[src/rtl/dfs_pkg.sv]
// Shared types and constants for the drive fault supervisor.
package dfs_pkg;

  // Number of supervised error codes, 00 through 11.
  localparam int unsigned NUM_ERR = 12;

  // Error code numbers.
  localparam logic [3:0] ERR_HW       = 4'h0;
  localparam logic [3:0] ERR_SUPPLY   = 4'h1;
  localparam logic [3:0] ERR_PHASE    = 4'h2;
  localparam logic [3:0] ERR_CABLE    = 4'h3;
  localparam logic [3:0] ERR_DC_OV    = 4'h4;
  localparam logic [3:0] ERR_OVERCUR  = 4'h5;
  localparam logic [3:0] ERR_BALLAST  = 4'h6;
  localparam logic [3:0] ERR_AMP_TEMP = 4'h7;
  localparam logic [3:0] ERR_MOT_TEMP = 4'h8;
  localparam logic [3:0] ERR_ENCODER  = 4'h9;
  localparam logic [3:0] ERR_OVERSPD  = 4'ha;
  localparam logic [3:0] ERR_TRANSCUR = 4'hb;

  // Drive state values shown on the state output.
  localparam logic [3:0] STATE_NOT_READY = 4'h0;
  localparam logic [3:0] STATE_INHIBIT   = 4'h1;
  localparam logic [3:0] STATE_ENABLED   = 4'h4;
  localparam logic [3:0] STATE_FAULT     = 4'hf;

  // Documented limits, kept for reference by the comparator thresholds.
  localparam int unsigned DC_LINK_MAX_V    = 480;
  localparam int unsigned OVERCUR_X10      = 25;
  localparam int unsigned OVERSPD_X100     = 125;

  // Display refresh: one second at 100 MHz.
  localparam int unsigned CLK_HZ           = 100_000_000;
  localparam int unsigned REFRESH_MS       = 1000;
  localparam int unsigned REFRESH_CYCLES   = CLK_HZ / 1000 * REFRESH_MS;

  // Display phases within one refresh: letter, tens digit, units digit.
  localparam logic [1:0] PH_LETTER = 2'h0;
  localparam logic [1:0] PH_TENS   = 2'h1;
  localparam logic [1:0] PH_UNITS  = 2'h2;

  // Seven-segment patterns, segments g..a in bits 6..0, active high.
  localparam logic [6:0] SEG_F     = 7'h71;
  localparam logic [6:0] SEG_BLANK = 7'h00;

  // Raw fault monitor inputs, all active high comparator levels.
  typedef struct packed {
    logic hw_defect;
    logic supply_out_of_limits;
    logic phase_lost;
    logic cable_broken;
    logic dc_link_over;
    logic overcurrent;
    logic ballast_overload;
    logic amp_overtemp;
    logic motor_overtemp;
    logic encoder_line_broken;
    logic encoder_init_failed;
    logic overspeed;
    logic current_overrange;
  } dfs_monitor_t;

  // Display drive: segment pattern and decimal point.
  typedef struct packed {
    logic [6:0] seg;
    logic       dot;
  } dfs_display_t;

  // Drive sequencing states.
  typedef enum logic [1:0] {
    DRV_NOT_READY,
    DRV_INHIBIT,
    DRV_ENABLED,
    DRV_FAULT
  } dfs_drive_state_t;

endpackage

[src/rtl/dfs_supervisor.sv]
// Drive fault supervisor: latches errors 00-11, cuts motor power, shows the code.
`timescale 1ns/1ps
`default_nettype none

// How it works
// - Pending error shows F and two digits, one each second
// - Any error 00-11 removes motor power at once
// - Supply monitor out of limits raises 01
// - Lost mains phase raises 02 on three-phase only
// - Cable test at first enable raises 03
// - DC link above 480 V raises 04
// - Current above 2.5x rated raises 05
// - Ballast overload raises 06
// - Amplifier overtemperature raises 07
// - Motor overtemperature raises 08
// - Encoder breakage or init failure raises 09
// - Speed above 1.25x maximum raises 10
// - Transient current overrange raises 11
// - Locked fault reports malfunction state F
// - Successful acknowledge enters switch-on inhibit state 1
module dfs_supervisor #(
  parameter int unsigned REFRESH_CYCLES = dfs_pkg::REFRESH_CYCLES
) (
  input  wire logic                  clock,
  input  wire logic                  sys_rst,
  input  wire dfs_pkg::dfs_monitor_t monitor,
  input  wire logic                  three_phase,
  input  wire logic                  init_done,
  input  wire logic                  enable_req,
  input  wire logic                  ack_req,
  output logic                       motor_power_on,
  output logic                       error_pending,
  output logic [3:0]                 error_code,
  output logic [3:0]                 drive_state,
  output dfs_pkg::dfs_display_t      display
);

  // Monitor inputs after two flip-flops.
  dfs_pkg::dfs_monitor_t mon_s;
  // Synchronised control levels: three-phase strap, init done, enable, ack.
  logic [3:0]            ctl_s;
  // Per-code raw condition, bit n for error n.
  logic [11:0]           cond;
  // Latched errors.
  logic [11:0]           latched;
  logic [11:0]           next_latched;
  // Drive state machine.
  dfs_pkg::dfs_drive_state_t state;
  dfs_pkg::dfs_drive_state_t next_state;
  // Set once the drive has been enabled the first time.
  logic                  first_done;
  logic                  next_first_done;
  // Cable test window: the single cycle of the first enable.
  logic                  cable_test;
  // Acknowledge edge detection on the synchronised level.
  logic                  ack_prev;
  logic                  next_ack_prev;
  logic                  ack_pulse;
  // Lowest latched code and the captured code on display.
  logic [3:0]            low_code;
  logic [3:0]            shown_code;
  logic [3:0]            next_shown_code;
  // Refresh timer and display phase.
  logic [26:0]           tick_cnt;
  logic [26:0]           next_tick_cnt;
  logic [1:0]            phase;
  logic [1:0]            next_phase;
  // Display register.
  dfs_pkg::dfs_display_t next_display;
  // Decoded digits.
  logic [6:0]            seg_tens;
  logic [6:0]            seg_units;
  logic [3:0]            tens_digit;
  logic [3:0]            units_digit;

  // Monitors come straight from comparators, so they are synchronised first.
  // The two-cycle delay is small next to the filter times of the analog monitors.
  dfs_sync #(
    .WIDTH ($bits(dfs_pkg::dfs_monitor_t))
  ) u_sync_mon (
    .clock    (clock),
    .sys_rst  (sys_rst),
    .async_in (monitor),
    .sync_out (mon_s)
  );

  // Host levels arrive from another board, so they are synchronised as well.
  dfs_sync #(
    .WIDTH (4)
  ) u_sync_ctl (
    .clock    (clock),
    .sys_rst  (sys_rst),
    .async_in ({three_phase, init_done, enable_req, ack_req}),
    .sync_out (ctl_s)
  );

  // The cable check happens on each enable from inhibit until the first one after power-up succeeds.
  assign cable_test = (state == dfs_pkg::DRV_INHIBIT) && ctl_s[1] && !first_done;

  // Map every monitor onto its error number.
  // The trip levels themselves (480 V, 2.5x rated current, 1.25x maximum speed) are set
  // in the analog comparators; only their digital verdicts arrive on these inputs.
  always_comb begin
    cond = '0;
    cond[dfs_pkg::ERR_HW]       = mon_s.hw_defect;
    cond[dfs_pkg::ERR_SUPPLY]   = mon_s.supply_out_of_limits;
    cond[dfs_pkg::ERR_PHASE]    = mon_s.phase_lost && ctl_s[3];
    cond[dfs_pkg::ERR_CABLE]    = mon_s.cable_broken && cable_test;
    cond[dfs_pkg::ERR_DC_OV]    = mon_s.dc_link_over;
    cond[dfs_pkg::ERR_OVERCUR]  = mon_s.overcurrent;
    cond[dfs_pkg::ERR_BALLAST]  = mon_s.ballast_overload;
    cond[dfs_pkg::ERR_AMP_TEMP] = mon_s.amp_overtemp;
    cond[dfs_pkg::ERR_MOT_TEMP] = mon_s.motor_overtemp;
    cond[dfs_pkg::ERR_ENCODER]  = mon_s.encoder_line_broken
                                  || mon_s.encoder_init_failed;
    cond[dfs_pkg::ERR_OVERSPD]  = mon_s.overspeed;
    cond[dfs_pkg::ERR_TRANSCUR] = mon_s.current_overrange;
  end

  // One acknowledge per rising edge, so a held level cannot clear repeatedly.
  // The edge register resets low like the idle pin, so reset makes no false edge.
  assign ack_pulse = ctl_s[0] && !ack_prev;

  // Error latches: set wins over acknowledge, and a live condition is never cleared.
  always_comb begin
    next_ack_prev = ctl_s[0];
    for (int i = 0; i < int'(dfs_pkg::NUM_ERR); i++) begin
      if (cond[i]) begin
        next_latched[i] = 1'b1;
      end else if (ack_pulse && state == dfs_pkg::DRV_FAULT
                   && i != int'(dfs_pkg::ERR_HW) && i != int'(dfs_pkg::ERR_SUPPLY)) begin
        next_latched[i] = 1'b0;
      end else begin
        next_latched[i] = latched[i];
      end
    end
  end

  // Drive sequencing: fault lock, acknowledge into inhibit, enable from inhibit.
  always_comb begin
    next_state      = state;
    next_first_done = first_done;
    case (state)
      dfs_pkg::DRV_NOT_READY: begin
        if (|next_latched) begin
          next_state = dfs_pkg::DRV_FAULT;
        end else if (ctl_s[2]) begin
          next_state = dfs_pkg::DRV_INHIBIT;
        end
      end
      dfs_pkg::DRV_INHIBIT: begin
        // A failed cable test leaves first_done clear, so the next enable tests again.
        if (|next_latched) begin
          next_state = dfs_pkg::DRV_FAULT;
        end else if (ctl_s[1]) begin
          next_state      = dfs_pkg::DRV_ENABLED;
          next_first_done = 1'b1;
        end
      end
      dfs_pkg::DRV_ENABLED: begin
        if (|next_latched) begin
          next_state = dfs_pkg::DRV_FAULT;
        end else if (!ctl_s[1]) begin
          next_state = dfs_pkg::DRV_INHIBIT;
        end
      end
      dfs_pkg::DRV_FAULT: begin
        if (!(|next_latched)) begin
          next_state = dfs_pkg::DRV_INHIBIT;
        end
      end
      default: next_state = dfs_pkg::DRV_NOT_READY;
    endcase
  end

  // Register the latches and the state machine.
  // Reset is the only way out for errors 00 and 01; it stands for a power cycle.
  always_ff @(posedge clock or posedge sys_rst) begin
    if (sys_rst) begin
      latched    <= '0;
      state      <= dfs_pkg::DRV_NOT_READY;
      first_done <= 1'b0;
      ack_prev   <= 1'b0;
    end else begin
      latched    <= next_latched;
      state      <= next_state;
      first_done <= next_first_done;
      ack_prev   <= next_ack_prev;
    end
  end

  // Power is cut combinationally the same cycle a condition is seen; no ramp.
  // Gating on the live condition as well saves the cycle that the latch would take.
  assign motor_power_on = (state == dfs_pkg::DRV_ENABLED) && !(|latched)
                          && !(|cond);

  // Pending follows the latches alone, so it stays up after the condition has gone.
  assign error_pending = |latched;

  // Report the drive state value; a fault lock reads as F.
  always_comb begin
    case (state)
      dfs_pkg::DRV_NOT_READY: drive_state = dfs_pkg::STATE_NOT_READY;
      dfs_pkg::DRV_INHIBIT:   drive_state = dfs_pkg::STATE_INHIBIT;
      dfs_pkg::DRV_ENABLED:   drive_state = dfs_pkg::STATE_ENABLED;
      dfs_pkg::DRV_FAULT:     drive_state = dfs_pkg::STATE_FAULT;
      default:                drive_state = dfs_pkg::STATE_NOT_READY;
    endcase
  end

  // Lowest-numbered error is the one shown; lower codes are more severe.
  // It is taken from the coming latch value, so the code register catches the first
  // error on the very edge that latches it instead of waiting a whole refresh.
  always_comb begin
    low_code = 4'h0;
    for (int i = int'(dfs_pkg::NUM_ERR) - 1; i >= 0; i--) begin
      if (next_latched[i]) begin
        low_code = 4'(i);
      end
    end
  end

  // Refresh timer: each second steps letter, tens, units; the code is recaptured on the step back to the letter.
  // The timer rests at zero while nothing is pending, so each new error starts on F.
  always_comb begin
    next_tick_cnt   = tick_cnt + 27'h1;
    next_phase      = phase;
    next_shown_code = shown_code;
    if (!(|latched)) begin
      next_tick_cnt   = '0;
      next_phase      = dfs_pkg::PH_LETTER;
      next_shown_code = low_code;
    end else if (tick_cnt >= 27'(REFRESH_CYCLES - 1)) begin
      next_tick_cnt = '0;
      if (phase == dfs_pkg::PH_UNITS) begin
        next_phase      = dfs_pkg::PH_LETTER;
        next_shown_code = low_code;
      end else begin
        next_phase = phase + 2'h1;
      end
    end
  end

  // Split the shown code into two decimal digits.
  assign tens_digit  = (shown_code >= 4'ha) ? 4'h1 : 4'h0;
  assign units_digit = (shown_code >= 4'ha) ? shown_code - 4'ha : shown_code;

  // One decoder per digit; sharing one would need a mux on its input instead.
  dfs_seg_decode u_dec_tens (
    .digit (tens_digit),
    .seg   (seg_tens)
  );

  // Units digit decoder.
  dfs_seg_decode u_dec_units (
    .digit (units_digit),
    .seg   (seg_units)
  );

  // Choose the pattern for the present phase; digits carry the dot as shown.
  // The coming phase is used, so the pattern changes on the edge the timer wraps.
  always_comb begin
    next_display.seg = dfs_pkg::SEG_BLANK;
    next_display.dot = 1'b0;
    if (|latched) begin
      case (next_phase)
        dfs_pkg::PH_LETTER: next_display.seg = dfs_pkg::SEG_F;
        dfs_pkg::PH_TENS: begin
          next_display.seg = seg_tens;
          next_display.dot = 1'b1;
        end
        dfs_pkg::PH_UNITS: begin
          next_display.seg = seg_units;
          next_display.dot = 1'b1;
        end
        default: next_display.seg = dfs_pkg::SEG_BLANK;
      endcase
    end
  end

  // Register timer, phase, code and display.
  always_ff @(posedge clock or posedge sys_rst) begin
    if (sys_rst) begin
      tick_cnt   <= '0;
      phase      <= dfs_pkg::PH_LETTER;
      shown_code <= 4'h0;
      display    <= '0;
    end else begin
      tick_cnt   <= next_tick_cnt;
      phase      <= next_phase;
      shown_code <= next_shown_code;
      display    <= next_display;
    end
  end

  // The code output is the captured code, so it never changes within a refresh.
  // One cycle after the latches clear it reads zero, which only has meaning while pending.
  assign error_code = shown_code;

endmodule
`default_nettype wire

[src/rtl/dfs_sync.sv]
// Two-stage synchroniser for a bus of asynchronous levels.
`timescale 1ns/1ps
`default_nettype none
module dfs_sync #(
  parameter int unsigned WIDTH = 1
) (
  input  wire logic             clock,
  input  wire logic             sys_rst,
  input  wire logic [WIDTH-1:0] async_in,
  output logic      [WIDTH-1:0] sync_out
);

  // First stage; only the second stage reads it.
  logic [WIDTH-1:0] meta;
  // Next values for both stages.
  logic [WIDTH-1:0] next_meta;
  logic [WIDTH-1:0] next_sync;

  // Shift the level one stage per clock.
  always_comb begin
    next_meta = async_in;
    next_sync = meta;
  end

  // Both stages clear to zero so no fault is seen during reset.
  always_ff @(posedge clock or posedge sys_rst) begin
    if (sys_rst) begin
      meta     <= '0;
      sync_out <= '0;
    end else begin
      meta     <= next_meta;
      sync_out <= next_sync;
    end
  end

endmodule
`default_nettype wire

[src/rtl/dfs_seg_decode.sv]
// Seven-segment decoder for one decimal digit.
`timescale 1ns/1ps
`default_nettype none
module dfs_seg_decode (
  input  wire logic [3:0] digit,
  output logic      [6:0] seg
);

  // Segments g..a, active high; values above nine show blank.
  always_comb begin
    case (digit)
      4'h0:    seg = 7'h3f;
      4'h1:    seg = 7'h06;
      4'h2:    seg = 7'h5b;
      4'h3:    seg = 7'h4f;
      4'h4:    seg = 7'h66;
      4'h5:    seg = 7'h6d;
      4'h6:    seg = 7'h7d;
      4'h7:    seg = 7'h07;
      4'h8:    seg = 7'h7f;
      4'h9:    seg = 7'h6f;
      default: seg = 7'h00;
    endcase
  end

endmodule
`default_nettype wire

[config.mk]
export PLATFORM = sky130hd
export DESIGN_NAME = dfs_supervisor
export DESIGN_NICKNAME = d
export VERILOG_FILES = /design/src/rtl/dfs_pkg.sv /design/src/rtl/dfs_supervisor.sv /design/src/rtl/dfs_sync.sv /design/src/rtl/dfs_seg_decode.sv
export SDC_FILE = /design/constraint.sdc
export NUM_CORES = 1
export LEC_CHECK = 0
export BUFFER_PORTS_ARGS = -buffer_cell sky130_fd_sc_hd__buf_2
export CORE_MARGIN = 2
export CORE_UTILIZATION = 59
export DETAILED_ROUTE_END_ITERATION = 16
export GPL_TIMING_DRIVEN = 0
export PLACE_DENSITY_LB_ADDON = 0.05
export SYNTH_ARGS = -nofsm -noshare
export SYNTH_HDL_FRONTEND = slang
export SYNTH_HIERARCHICAL = 1
export SYNTH_SLANG_ARGS = --single-unit
[constraint.sdc]
create_clock -name clock -period 2.7 [get_ports clock]
set_clock_uncertainty 0.05 [all_clocks]
set_input_delay 0.405 -clock clock [delete_from_list [all_inputs] [get_ports clock]]
set_output_delay 0.405 -clock clock [all_outputs]
set_load 0.01 [all_outputs]
==> results.sh, run 1 <==
export IMPL_critPathKind="reg -> reg"
export IMPL_initial_core_util=0.607
export IMPL_tns_ns=0
export IMPL_power_density_mw_per_mm2=556
export IMPL_fp_dieArea_mm2=0.00768
export IMPL_ys_warnings_count=6
export IMPL_crit_family="compound AO/OA/AOI/OAI gates"
export IMPL_yosys_area_top_type_share=0.552
export IMPL_r2r_end="display[5]"
export IMPL_fmax_mhz=390
export IMPL_ys_types=58
export IMPL_rows=30
export IMPL_mappedNetlistArea_mm2=0.00413
export IMPL_drive_above_1_share=0.226
export IMPL_async_reset_ff_frac=1.00
export IMPL_die_y_um=87.6
export IMPL_ir_drop_uv=591
export IMPL_die_w_um=87.6
export IMPL_worstPathCellList="ha_4 > a21oi_1 > nand4b_1 > o211ai_1 > a221o_2 > mux2i_2 > or2_4 > ha_4 > a221oi_2 > nor2_1"
export IMPL_num_vias=2788
export IMPL_drtPass1Iterations=4
export IMPL_cp_slowest_cell="a221o_2"
export IMPL_leakage_nw=2.16
export IMPL_nFillCells=515
export IMPL_grt_start_max_net_pins=44
export IMPL_via_per_inst=5.21
export IMPL_place_hpwl_um=4970
export IMPL_cts_tree="built"
export IMPL_drc=0
export IMPL_post_route_period_util=0.949
export IMPL_cts_buffers=9
export IMPL_drtIter0Drc=83
export IMPL_period_needed_ns=2.56
export IMPL_nets=471
export IMPL_clk_path_buf_depth=2
export IMPL_status="finished, final reports clean"
export IMPL_worstHoldPathCells=1
export IMPL_core_area_mm2=0.00679
export IMPL_maxSlewViolCount=0
export IMPL_clock_sinks=91
export IMPL_insertion_delay_ns=0.35
export IMPL_clk_pin_slew_ns=0.09
export IMPL_routed_wl_um=6860
export IMPL_cp_arrival_ns=2.75
export IMPL_regToRegSetupSlack_ns=0.14
export IMPL_yosysTopAreaCell="dfrtp_1"
export IMPL_area_growth_pct=15.8
export IMPL_setup_violations=0
export IMPL_finalPower_mw=2.66
export IMPL_antenna_found_initial=0
export IMPL_ctsHtreeMaxLevel=3
export IMPL_worst_path_buf_inv=0
export IMPL_drv_cap=0
export IMPL_hold_path_startpoint="monitor[8]"
export IMPL_maxSlewHeadroom=0.404
export IMPL_drtAntennaViolNets=0
export IMPL_overflow=0
export IMPL_first_global_vias=2656
export IMPL_crit_path_max_incr_delay_ns=0.44
export IMPL_io_pins=37
export IMPL_tightest_slew_ns=0.885
export IMPL_path_max_fanout=7
export IMPL_synth_edf_count=0
export IMPL_hold_viol_final=0
export IMPL_syn_area_per_cell_um2=11.0
export IMPL_wire_per_inst_um=12.8
export IMPL_worst_setup_path_end_kind="flop"
export IMPL_track_usage=0.198
export IMPL_synthTopCellsByArea="dfrtp_1 55%, ha_1 5.5%, nor2_1 5.0%, xor2_1 3.4%, inv_1 2.5%"
export IMPL_clockRootBuffer="clkbuf_8"
export IMPL_syn_inst=376
export IMPL_portBuffers=36
export IMPL_gp_congestion=0.870
export IMPL_rsz0062_at_grt="no"
export IMPL_grt_pass1_wl_um=11800
export IMPL_r2r_cells=10
export IMPL_start_kind="flop"
export IMPL_ys_seq_elements=91
export IMPL_worstPathRequired_ns=2.89
export IMPL_r2r_start="tick_cnt[0]"
export IMPL_crit_path_frequent_cell="ha_4"
export IMPL_yosysSeqAreaShare=0.552
export IMPL_synth_top_flop_cell="dfrtp_1"
export IMPL_min_to="u_sync_mon/meta[8]"
export IMPL_hold_path_class="in -> reg"
export IMPL_antennaDiodeCount=0
==> cell usage after synthesis (all sizes together), types with 10 or more instances <==
cell type	instances
xnor2	11
xor2	16
nand2	14
dfrtp	91
nor2	55
buf	10
a21oi	13
ha	18
o22ai	10
inv	29
nand3	11
==> report_power, final <==
part | internal (mW) | switching (mW) | total, mW
sequential | 1.43 | 0.0486 | 1.48
combinational | 0.108 | 0.144 | 0.252
clock | 0.459 | 0.464 | 0.923
total | 2.00 | 0.656 | 2.66
==> state kept, by name (all words and copies together) (netlist names), 2 cells and up <==
register             cells
u_sync_ctl/sync_out      4
u_sync_mon/meta         13
u_sync_mon/sync_out     13
u_sync_ctl/meta          4
state                    2
display                  8
latched                 12
tick_cnt                27
phase                    2
error_code               4
==> metrics by stage <==
step                      instances  instance area (µm²)   util  hold WS [ns]  worst slack [ns]
after global placement          516                 4460  0.656         0.282           -0.0434
final                           535                 4780  0.703         0.105             0.137
after detailed placement        517                 4480  0.659         0.285            -0.102
after global routing            535                 4780  0.703        0.0785           0.00862
after floorplan                 384                 4160      -         0.171             0.200
after CTS                       536                 4710  0.693        0.0887            0.0308
==> worst max path at each step <==
stage          cells after the start        start  slack [ns]          to
3_3_place_gp                      10  tick_cnt[0]       -0.04  display[6]
4_1_cts                           11  tick_cnt[0]        0.03  display[5]
5_1_grt                           10  tick_cnt[0]       0.009  display[3]
3_5_place_dp                      10  tick_cnt[0]       -0.10  display[6]
2_1_floorplan                     10  tick_cnt[0]        0.20  display[1]
6_report                          10  tick_cnt[0]        0.14  display[5]
==> worst register-to-register path, stage by stage, from the launching register on <==
cell	delay, ns
dfrtp_1	0.42
ha_4	0.19
a21oi_1	0.12
nand4b_1	0.18
o211ai_1	0.11
a221o_2	0.44
mux2i_2	0.18
or2_4	0.25
ha_4	0.19
a221oi_2	0.25
nor2_1	0.07
==> kinds of logic (layout without fill, tap and decap cells) <==
group	after synthesis	after routing	share of synthesized area
flip-flops	91	91	0.552
adder cells (fa/ha/maj)	18	18	0.0546
XOR/XNOR	27	27	0.0573
multiplexers	8	8	0.0212
AND/OR/NAND/NOR	128	128	0.162
AO/OA/AOI/OAI	58	58	0.0980
buffers and inverters	45	100	0.0540
other	1	9	0.000909
==> layout by cell type, fill, tap and decap left out, drive strengths merged, types with 5 or more instances in the layout <==
master | Yosys | routed
nand4 | 6 | 6
xnor2 | 11 | 11
clkbuf | 5 | 15
and3 | 6 | 6
or2 | 5 | 5
mux2i | 5 | 5
o22ai | 10 | 10
nand2 | 14 | 14
nor2 | 55 | 55
conb | 1 | 9
a21o | 5 | 5
ha | 18 | 18
a21oi | 13 | 13
o21ai | 6 | 6
buf | 10 | 49
nand3 | 11 | 11
dfrtp | 91 | 91
inv | 29 | 31
xor2 | 16 | 16
==> what timing repair did <==
item                                   in CTS  in global routing
setup endpoints to repair                   7                  7
setup buffers                               2                  0
gates resized for setup                     3                 13
pin swaps                                   0                  1
endpoints found under the hold margin      22                  0
hold buffers                                1                  0
==> routing by layer <==
layer | wire length [µm] | part of all wire | vias to the layer above | track usage
met5 | 0 | 0 | - | 0
met4 | 121 | 0.018 | 0 | 0.0755
met3 | 213 | 0.031 | 14 | 0.0490
met2 | 3300 | 0.48 | 51 | 0.326
met1 | 3220 | 0.47 | 1338 | 0.256
li1 | - | - | 1385 | -
==> layout make-up <==
| type | count | area (µm²) | area share |
|---|---|---|---|
| inverters | 29 | 109 | 0.0228 |
| well taps | 96 | 120 | 0.0251 |
| multi-input cells | 248 | 1730 | 0.363 |
| plain buffers | 15 | 110 | 0.0230 |
| clock inverters | 5 | 60.1 | 0.0126 |
| repair buffers | 40 | 225 | 0.0471 |
| flip-flops and latches | 91 | 2280 | 0.477 |
| clock buffers | 11 | 141 | 0.0296 |
Note: power is estimated with default switching activity, not from simulation.
==> run 2, diff against run 1 <==
--- a/config.mk
+++ b/config.mk
@@ -5,9 +5,10 @@
 export SDC_FILE = /design/constraint.sdc
 export NUM_CORES = 1
 export LEC_CHECK = 0
+export ABC_AREA = 0
 export BUFFER_PORTS_ARGS = -buffer_cell sky130_fd_sc_hd__buf_2
 export CORE_MARGIN = 2
-export CORE_UTILIZATION = 59
+export CORE_UTILIZATION = 50
 export DETAILED_ROUTE_END_ITERATION = 16
 export GPL_TIMING_DRIVEN = 0
 export PLACE_DENSITY_LB_ADDON = 0.05
==> constraint.sdc (replaced) <==
create_clock -name clock -period 2.72 [get_ports clock]
set_clock_uncertainty 0.05 [all_clocks]
set_input_delay 0.408 -clock clock [delete_from_list [all_inputs] [get_ports clock]]
set_output_delay 0.408 -clock clock [all_outputs]
set_load 0.01 [all_outputs]
==> results.sh, run 2 (synthesized netlist as in run 1, its figures left out) <==
export IMPL_area_growth_pct=17.6
export IMPL_clk_pin_slew_ns=0.09
export IMPL_core_area_mm2=0.00809
export IMPL_start_kind="flop"
export IMPL_routed_wl_um=6990
export IMPL_regToRegSetupSlack_ns=0.14
export IMPL_grt_start_max_net_pins=44
export IMPL_via_per_inst=5.05
export IMPL_hold_viol_final=0
export IMPL_postPlaceCellArea_mm2=0.00449
export IMPL_ir_drop_uv=461
export IMPL_antennaDiodeCount=0
export IMPL_top_register="tick_cnt"
export IMPL_top_usage_layer="met2"
export IMPL_final_util=0.599
export IMPL_portBuffers=36
export IMPL_clockRootBuffer="clkbuf_8"
export IMPL_path_max_fanout=7
export IMPL_use_met2=0.266
export IMPL_overflow=0
export IMPL_grt_pass1_wl_um=11900
export IMPL_rows=33
export IMPL_tightest_slew_ns=0.891
export IMPL_insertion_delay_ns=0.34
export IMPL_setup_slack_ns=0.139
export IMPL_mostFrequentLayoutCells="91 x dfrtp_1, 53 x nor2_1, 39 x buf_2, 26 x inv_1, 16 x xor2_1"
export IMPL_die_w_um=94.8
export IMPL_antenna_found_initial=0
export IMPL_status="finished, final reports clean"
export IMPL_setup_violations=0
export IMPL_die_y_um=94.8
export IMPL_worst_setup_path_end_kind="flop"
export IMPL_io_pins=37
export IMPL_cts_tree="built"
export IMPL_largest_register_ffs=27
export IMPL_worstPathRequired_ns=2.94
export IMPL_drtAntennaViolNets=0
export IMPL_drtPass1Iterations=4
export IMPL_maxSlewViolCount=0
export IMPL_largest_registers="tick_cnt x27, u_sync_mon/meta x13, u_sync_mon/sync_out x13"
export IMPL_power_density_mw_per_mm2=581
export IMPL_num_vias=2758
export IMPL_startpoint="tick_cnt[1]"
export IMPL_post_route_period_util=0.949
export IMPL_track_usage=0.171
export IMPL_preCtsSetupSlack_ns=-0.0972
export IMPL_clock_sinks=91
export IMPL_fp_dieArea_mm2=0.00899
export IMPL_ctsHtreeMaxLevel=3
export IMPL_drc=0
export IMPL_cp_arrival_ns=2.80
export IMPL_nets=473
export IMPL_place_hpwl_um=4960
export IMPL_initial_core_util=0.510
export IMPL_leakage_nw=2.19
export IMPL_crit_path_end="display[7]"
export IMPL_hold_path_class="in -> reg"
export IMPL_fmax_mhz=387
export IMPL_r2r_cells=10
export IMPL_wire_per_inst_um=12.8
export IMPL_drv_cap=0
export IMPL_first_global_vias=2541
export IMPL_clk_path_buf_depth=2
export IMPL_drive_above_1_share=0.236
export IMPL_drtIter0Drc=102
export IMPL_critPathKind="reg -> reg"
export IMPL_r2r_end="display[7]"
export IMPL_final_cell_area_mm2=0.00485
export IMPL_cts_buffers=9
export IMPL_gp_congestion=0.865
export IMPL_period_needed_ns=2.58
export IMPL_met1_usage=0.234
export IMPL_grt_use_met3=0.0335
export IMPL_maxSlewHeadroom=0.405
export IMPL_r2r_start="tick_cnt[1]"
export IMPL_final_common_cell="dfrtp_1"
==> run 2: power breakdown <==
part	internal (mW)	switching, mW	total [mW]
sequential	1.42	0.0485	1.47
combinational	0.107	0.140	0.247
clock	0.619	0.479	1.10
==> run 2: layer usage <==
| metal | share of wire | vias to the layer above |
|---|---|---|
| met1 | 0.48 | 1307 |
| met2 | 0.48 | 51 |
| met4 | 0.014 | 0 |
| li1 | - | 1392 |
| met3 | 0.029 | 8 |
| met5 | 0 | - |
==> run 2: how the worst min path moves through the flow <==
stage / startpoint / endpoint / depth (start not counted) / slack (ns)
after global placement: u_sync_mon/meta[7] / u_sync_mon/sync_out[7] / 0 / 0.28
after floorplan: sys_rst / u_sync_ctl/meta[0] / 1 / 0.17
after global routing: init_done / u_sync_ctl/meta[2] / 1 / 0.08
after detailed placement: u_sync_mon/meta[11] / u_sync_mon/sync_out[11] / 0 / 0.28
after CTS: three_phase / u_sync_ctl/meta[3] / 1 / 0.09
final: init_done / u_sync_ctl/meta[2] / 1 / 0.11
==> run 2: per-stage QoR <==
stage	total power, mW	instances	setup TNS [ns]	hold slack, ns
6_report	2.82	546	0	0.109
5_1_grt	2.96	546	-0.00987	0.0784
4_1_cts	2.86	544	0	0.0882
3_5_place_dp	1.74	526	-0.276	0.285
3_3_place_gp	1.73	525	-0.0904	0.283
2_1_floorplan	1.67	384	0	0.174
==> run 2: worst max-delay path: stages, from the launching register on <==
cell and delay [ns]:
dfrtp_1 0.44, ha_4 0.18, a21oi_1 0.11, nand4b_1 0.15
o211ai_1 0.11, a221o_2 0.44, mux2i_2 0.24, nor2_2 0.10
ha_1 0.21, or2_2 0.35, nor2_1 0.13
==> run 2: repair_timing <==
item	4_1_cts	5_1_grt
pin swaps	0	6
setup endpoints to repair	7	7
hold buffers	1	0
hold endpoints to repair	22	0
resized for setup	3	14
buffers inserted	1	3
==> run 2: layout make-up <==
cell class	count	area, µm²
multi-input combinational	248	1740
tap	105	131
fill	720	3240
clock inverter	7	121
clock buffer	9	124
inverter	29	109
timing repair buffer	42	240
sequential	91	2280
buffer	15	110
==> run 3, diff against run 2 <==
--- a/config.mk
+++ b/config.mk
@@ -14,5 +14,4 @@
 export PLACE_DENSITY_LB_ADDON = 0.05
 export SYNTH_ARGS = -nofsm -noshare
 export SYNTH_HDL_FRONTEND = slang
-export SYNTH_HIERARCHICAL = 1
 export SYNTH_SLANG_ARGS = --single-unit
==> results.sh, run 3 <==
export IMPL_status="complete, but fails checks"
export IMPL_violations="setup timing"
export IMPL_portBuffers=36
export IMPL_clock_sinks=91
export IMPL_synth_top_cells_by_count="91 x dfrtp_1, 46 x nor2_1, 25 x inv_1"
export IMPL_area_growth_pct=17.0
export IMPL_ys_warnings_count=0
export IMPL_syn_inst=377
export IMPL_ctsHtreeMaxLevel=3
export IMPL_met1_usage=0.263
export IMPL_final_util=0.604
export IMPL_setup_slack_ns=-0.0122
export IMPL_initial_core_util=0.516
export IMPL_drtAntennaViolNets=0
export IMPL_grt_pass1_wl_um=13100
export IMPL_nets=463
export IMPL_leakage_nw=2.01
export IMPL_top_usage_layer="met2"
export IMPL_mostFrequentLayoutCells="91 x dfrtp_1, 46 x nor2_1, 39 x buf_2, 23 x inv_1, 20 x nand2_1"
export IMPL_drtPass1Iterations=4
export IMPL_rsz0062_at_grt="yes"
export IMPL_largest_register_ffs=27
export IMPL_overflow=0
export IMPL_drive_above_1_share=0.228
export IMPL_cts_buffers=9
export IMPL_top_register="tick_cnt"
export IMPL_synth_top_flop_cell="dfrtp_1"
export IMPL_antennaDiodeCount=0
export IMPL_maxSlewHeadroom=0.588
export IMPL_mappedNetlistArea_mm2=0.00401
export IMPL_clockRootBuffer="clkbuf_8"
export IMPL_synth_edf_count=0
export IMPL_use_met2=0.311
export IMPL_syn_area_per_cell_um2=10.6
export IMPL_antenna_found_initial=0
export IMPL_drtIter0Drc=150
export IMPL_multi_input_area_mm2=0.00165
export IMPL_whs_ns=0.0660
export IMPL_num_vias=2871
export IMPL_die_y_um=93.5
export IMPL_critPathKind="reg -> reg"
export IMPL_hold_viol_final=0
export IMPL_yosysTopAreaCell="dfrtp_1"
export IMPL_seqCellArea_mm2=0.00228
export IMPL_final_common_cell="dfrtp_1"
export IMPL_clk_pin_slew_ns=0.09
export IMPL_setup_violations=3
export IMPL_grt_use_met3=0.0242
export IMPL_place_hpwl_um=5280
export IMPL_synth_fp_nets=407
export IMPL_via_per_inst=5.32
export IMPL_yosys_area_top_type_share=0.568
export IMPL_yosysMostFrequentCell="dfrtp_1"
export IMPL_synthTopCellsByArea="dfrtp_1 57%, nor2_1 4.3%, xnor2_1 4.2%, ha_1 3.4%, inv_1 2.3%"
export IMPL_fmax_mhz=366
export IMPL_cts_tree="built"
export IMPL_hold_path_class="in -> async"
export IMPL_drc=0
export IMPL_drv_cap=0
export IMPL_crit_family="compound AO/OA/AOI/OAI gates"
export IMPL_wire_per_inst_um=14.0
export IMPL_tns_ns=-0.0248
export IMPL_fp_dieArea_mm2=0.00875
export IMPL_async_reset_ff_frac=1.00
export IMPL_largest_registers="tick_cnt x27, u_sync_mon.meta x13, u_sync_mon.sync_out x13"
export IMPL_post_route_period_util=1.00
export IMPL_worstPathRequired_ns=2.91
export IMPL_rows=32
export IMPL_io_pins=37
export IMPL_cp_arrival_ns=2.92
export IMPL_maxSlewViolCount=0
export IMPL_worst_path_buf_inv=1
export IMPL_tightest_slew_ns=0.617
export IMPL_power_density_mw_per_mm2=562
export IMPL_first_global_vias=2817
export IMPL_worst_setup_path_end_kind="flop"
export IMPL_insertion_delay_ns=0.36
export IMPL_ir_drop_uv=367
export IMPL_routed_wl_um=7540
export IMPL_core_area_mm2=0.00777
export IMPL_ys_types=54
export IMPL_grt_start_max_net_pins=35
export IMPL_gp_congestion=0.873
export IMPL_crit_path_max_incr_delay_ns=0.44
export IMPL_worstPathCellList="ha_4 > nand4_1 > o31a_1 > o221a_4 > or4_4 > a21o_1 > ha_2 > inv_2 > a221oi_2 > nand3_1 > a31oi_1"
export IMPL_path_max_fanout=4
export IMPL_clk_path_buf_depth=2
export IMPL_die_w_um=93.5
export IMPL_cp_slowest_cell="or4_4"
export IMPL_nFillCells=651
export IMPL_period_needed_ns=2.73
export IMPL_yosysSeqAreaShare=0.568
export IMPL_ys_seq_elements=91
export IMPL_start_kind="flop"
export IMPL_track_usage=0.192
[run 3: worst reg2reg max path, delay by kind of cell, from the launching register on]
kind                     cells  cell delay (ns)
AND/OR/NAND/NOR              3             0.68
flip-flops                   1             0.42
AO/OA/AOI/OAI                5             1.04
buffers and inverters        1             0.09
adder cells (fa/ha/maj)      2             0.35
[run 3: per-layer routing]
metal  vias to the layer above  share of wire
met3                        10          0.031
li1                       1418              -
met1                      1399           0.47
met5                         -              0
met2                        44           0.49
met4                         0          0.015
[run 3: repair_timing]
| item | 4_1_cts | 5_1_grt |
|---|---|---|
| pin swaps | 6 | 6 |
| setup buffers | 6 | 2 |
| hold buffers | 0 | 0 |
| setup endpoints to repair | 9 | 10 |
| resized for setup | 12 | 11 |
[run 3: final timing paths]
| path | startpoint | to | slack [ns] | cells after the start |
|---|---|---|---|---|
| min | sys_rst | u_sync_mon.sync_out[2] | 0.07 | 2 |
| min in group clock | monitor[4] | u_sync_mon.meta[4] | 0.10 | 1 |
| max reg2reg | tick_cnt[0] | display[3] | -0.01 | 11 |
| max | tick_cnt[0] | display[3] | -0.01 | 11 |
| max in group asynchronous | sys_rst | tick_cnt[25] | 1.77 | 4 |
| min reg2reg | u_sync_mon.meta[9] | u_sync_mon.sync_out[9] | 0.31 | 0 |
[run 3: cell type report]
| cell class | count | share of cell area |
|---|---|---|
| Sequential cell | 91 | 0.486 |
| Multi-Input combinational cell | 246 | 0.351 |
| Timing Repair Buffer | 46 | 0.0598 |
| Clock buffer | 10 | 0.0293 |
| Tap cell | 102 | 0.0272 |
| Inverter | 25 | 0.0208 |
| Buffer | 14 | 0.0144 |
| Clock inverter | 6 | 0.0117 |
[run 3: logic make-up (layout without fill, tap and decap cells)]
| group | after synthesis | after routing | share of synthesized area |
|---|---|---|---|
| flip-flops | 91 | 91 | 0.568 |
| multiplexers | 5 | 5 | 0.0128 |
| AND/OR/NAND/NOR | 133 | 133 | 0.167 |
| XOR/XNOR | 24 | 24 | 0.0524 |
| adder cells (fa/ha/maj) | 11 | 11 | 0.0343 |
| buffers and inverters | 40 | 101 | 0.0412 |
| AO/OA/AOI/OAI | 73 | 73 | 0.124 |
[run 3: through the flow]
| stage | power (mW) | area (µm²) | worst slack [ns] | cells |
|---|---|---|---|---|
| 2_1_floorplan | 1.69 | 4010 | 0.00260 | 377 |
| 3_3_place_gp | 1.75 | 4320 | -0.251 | 515 |
| 3_5_place_dp | 1.76 | 4360 | -0.323 | 517 |
| 4_1_cts | 2.67 | 4630 | -0.0374 | 538 |
| 5_1_grt | 2.78 | 4690 | -0.137 | 540 |
| 6_report | 2.64 | 4690 | -0.0122 | 540 |
[run 3: power breakdown]
group / leakage, nW / total [mW] / switching [mW] / internal [mW]
registers: 1.09 / 1.47 / 0.0505 / 1.42
clock network: 0.0929 / 0.877 / 0.502 / 0.374
logic: 0.827 / 0.287 / 0.163 / 0.124
total: 2.01 / 2.64 / 0.715 / 1.92
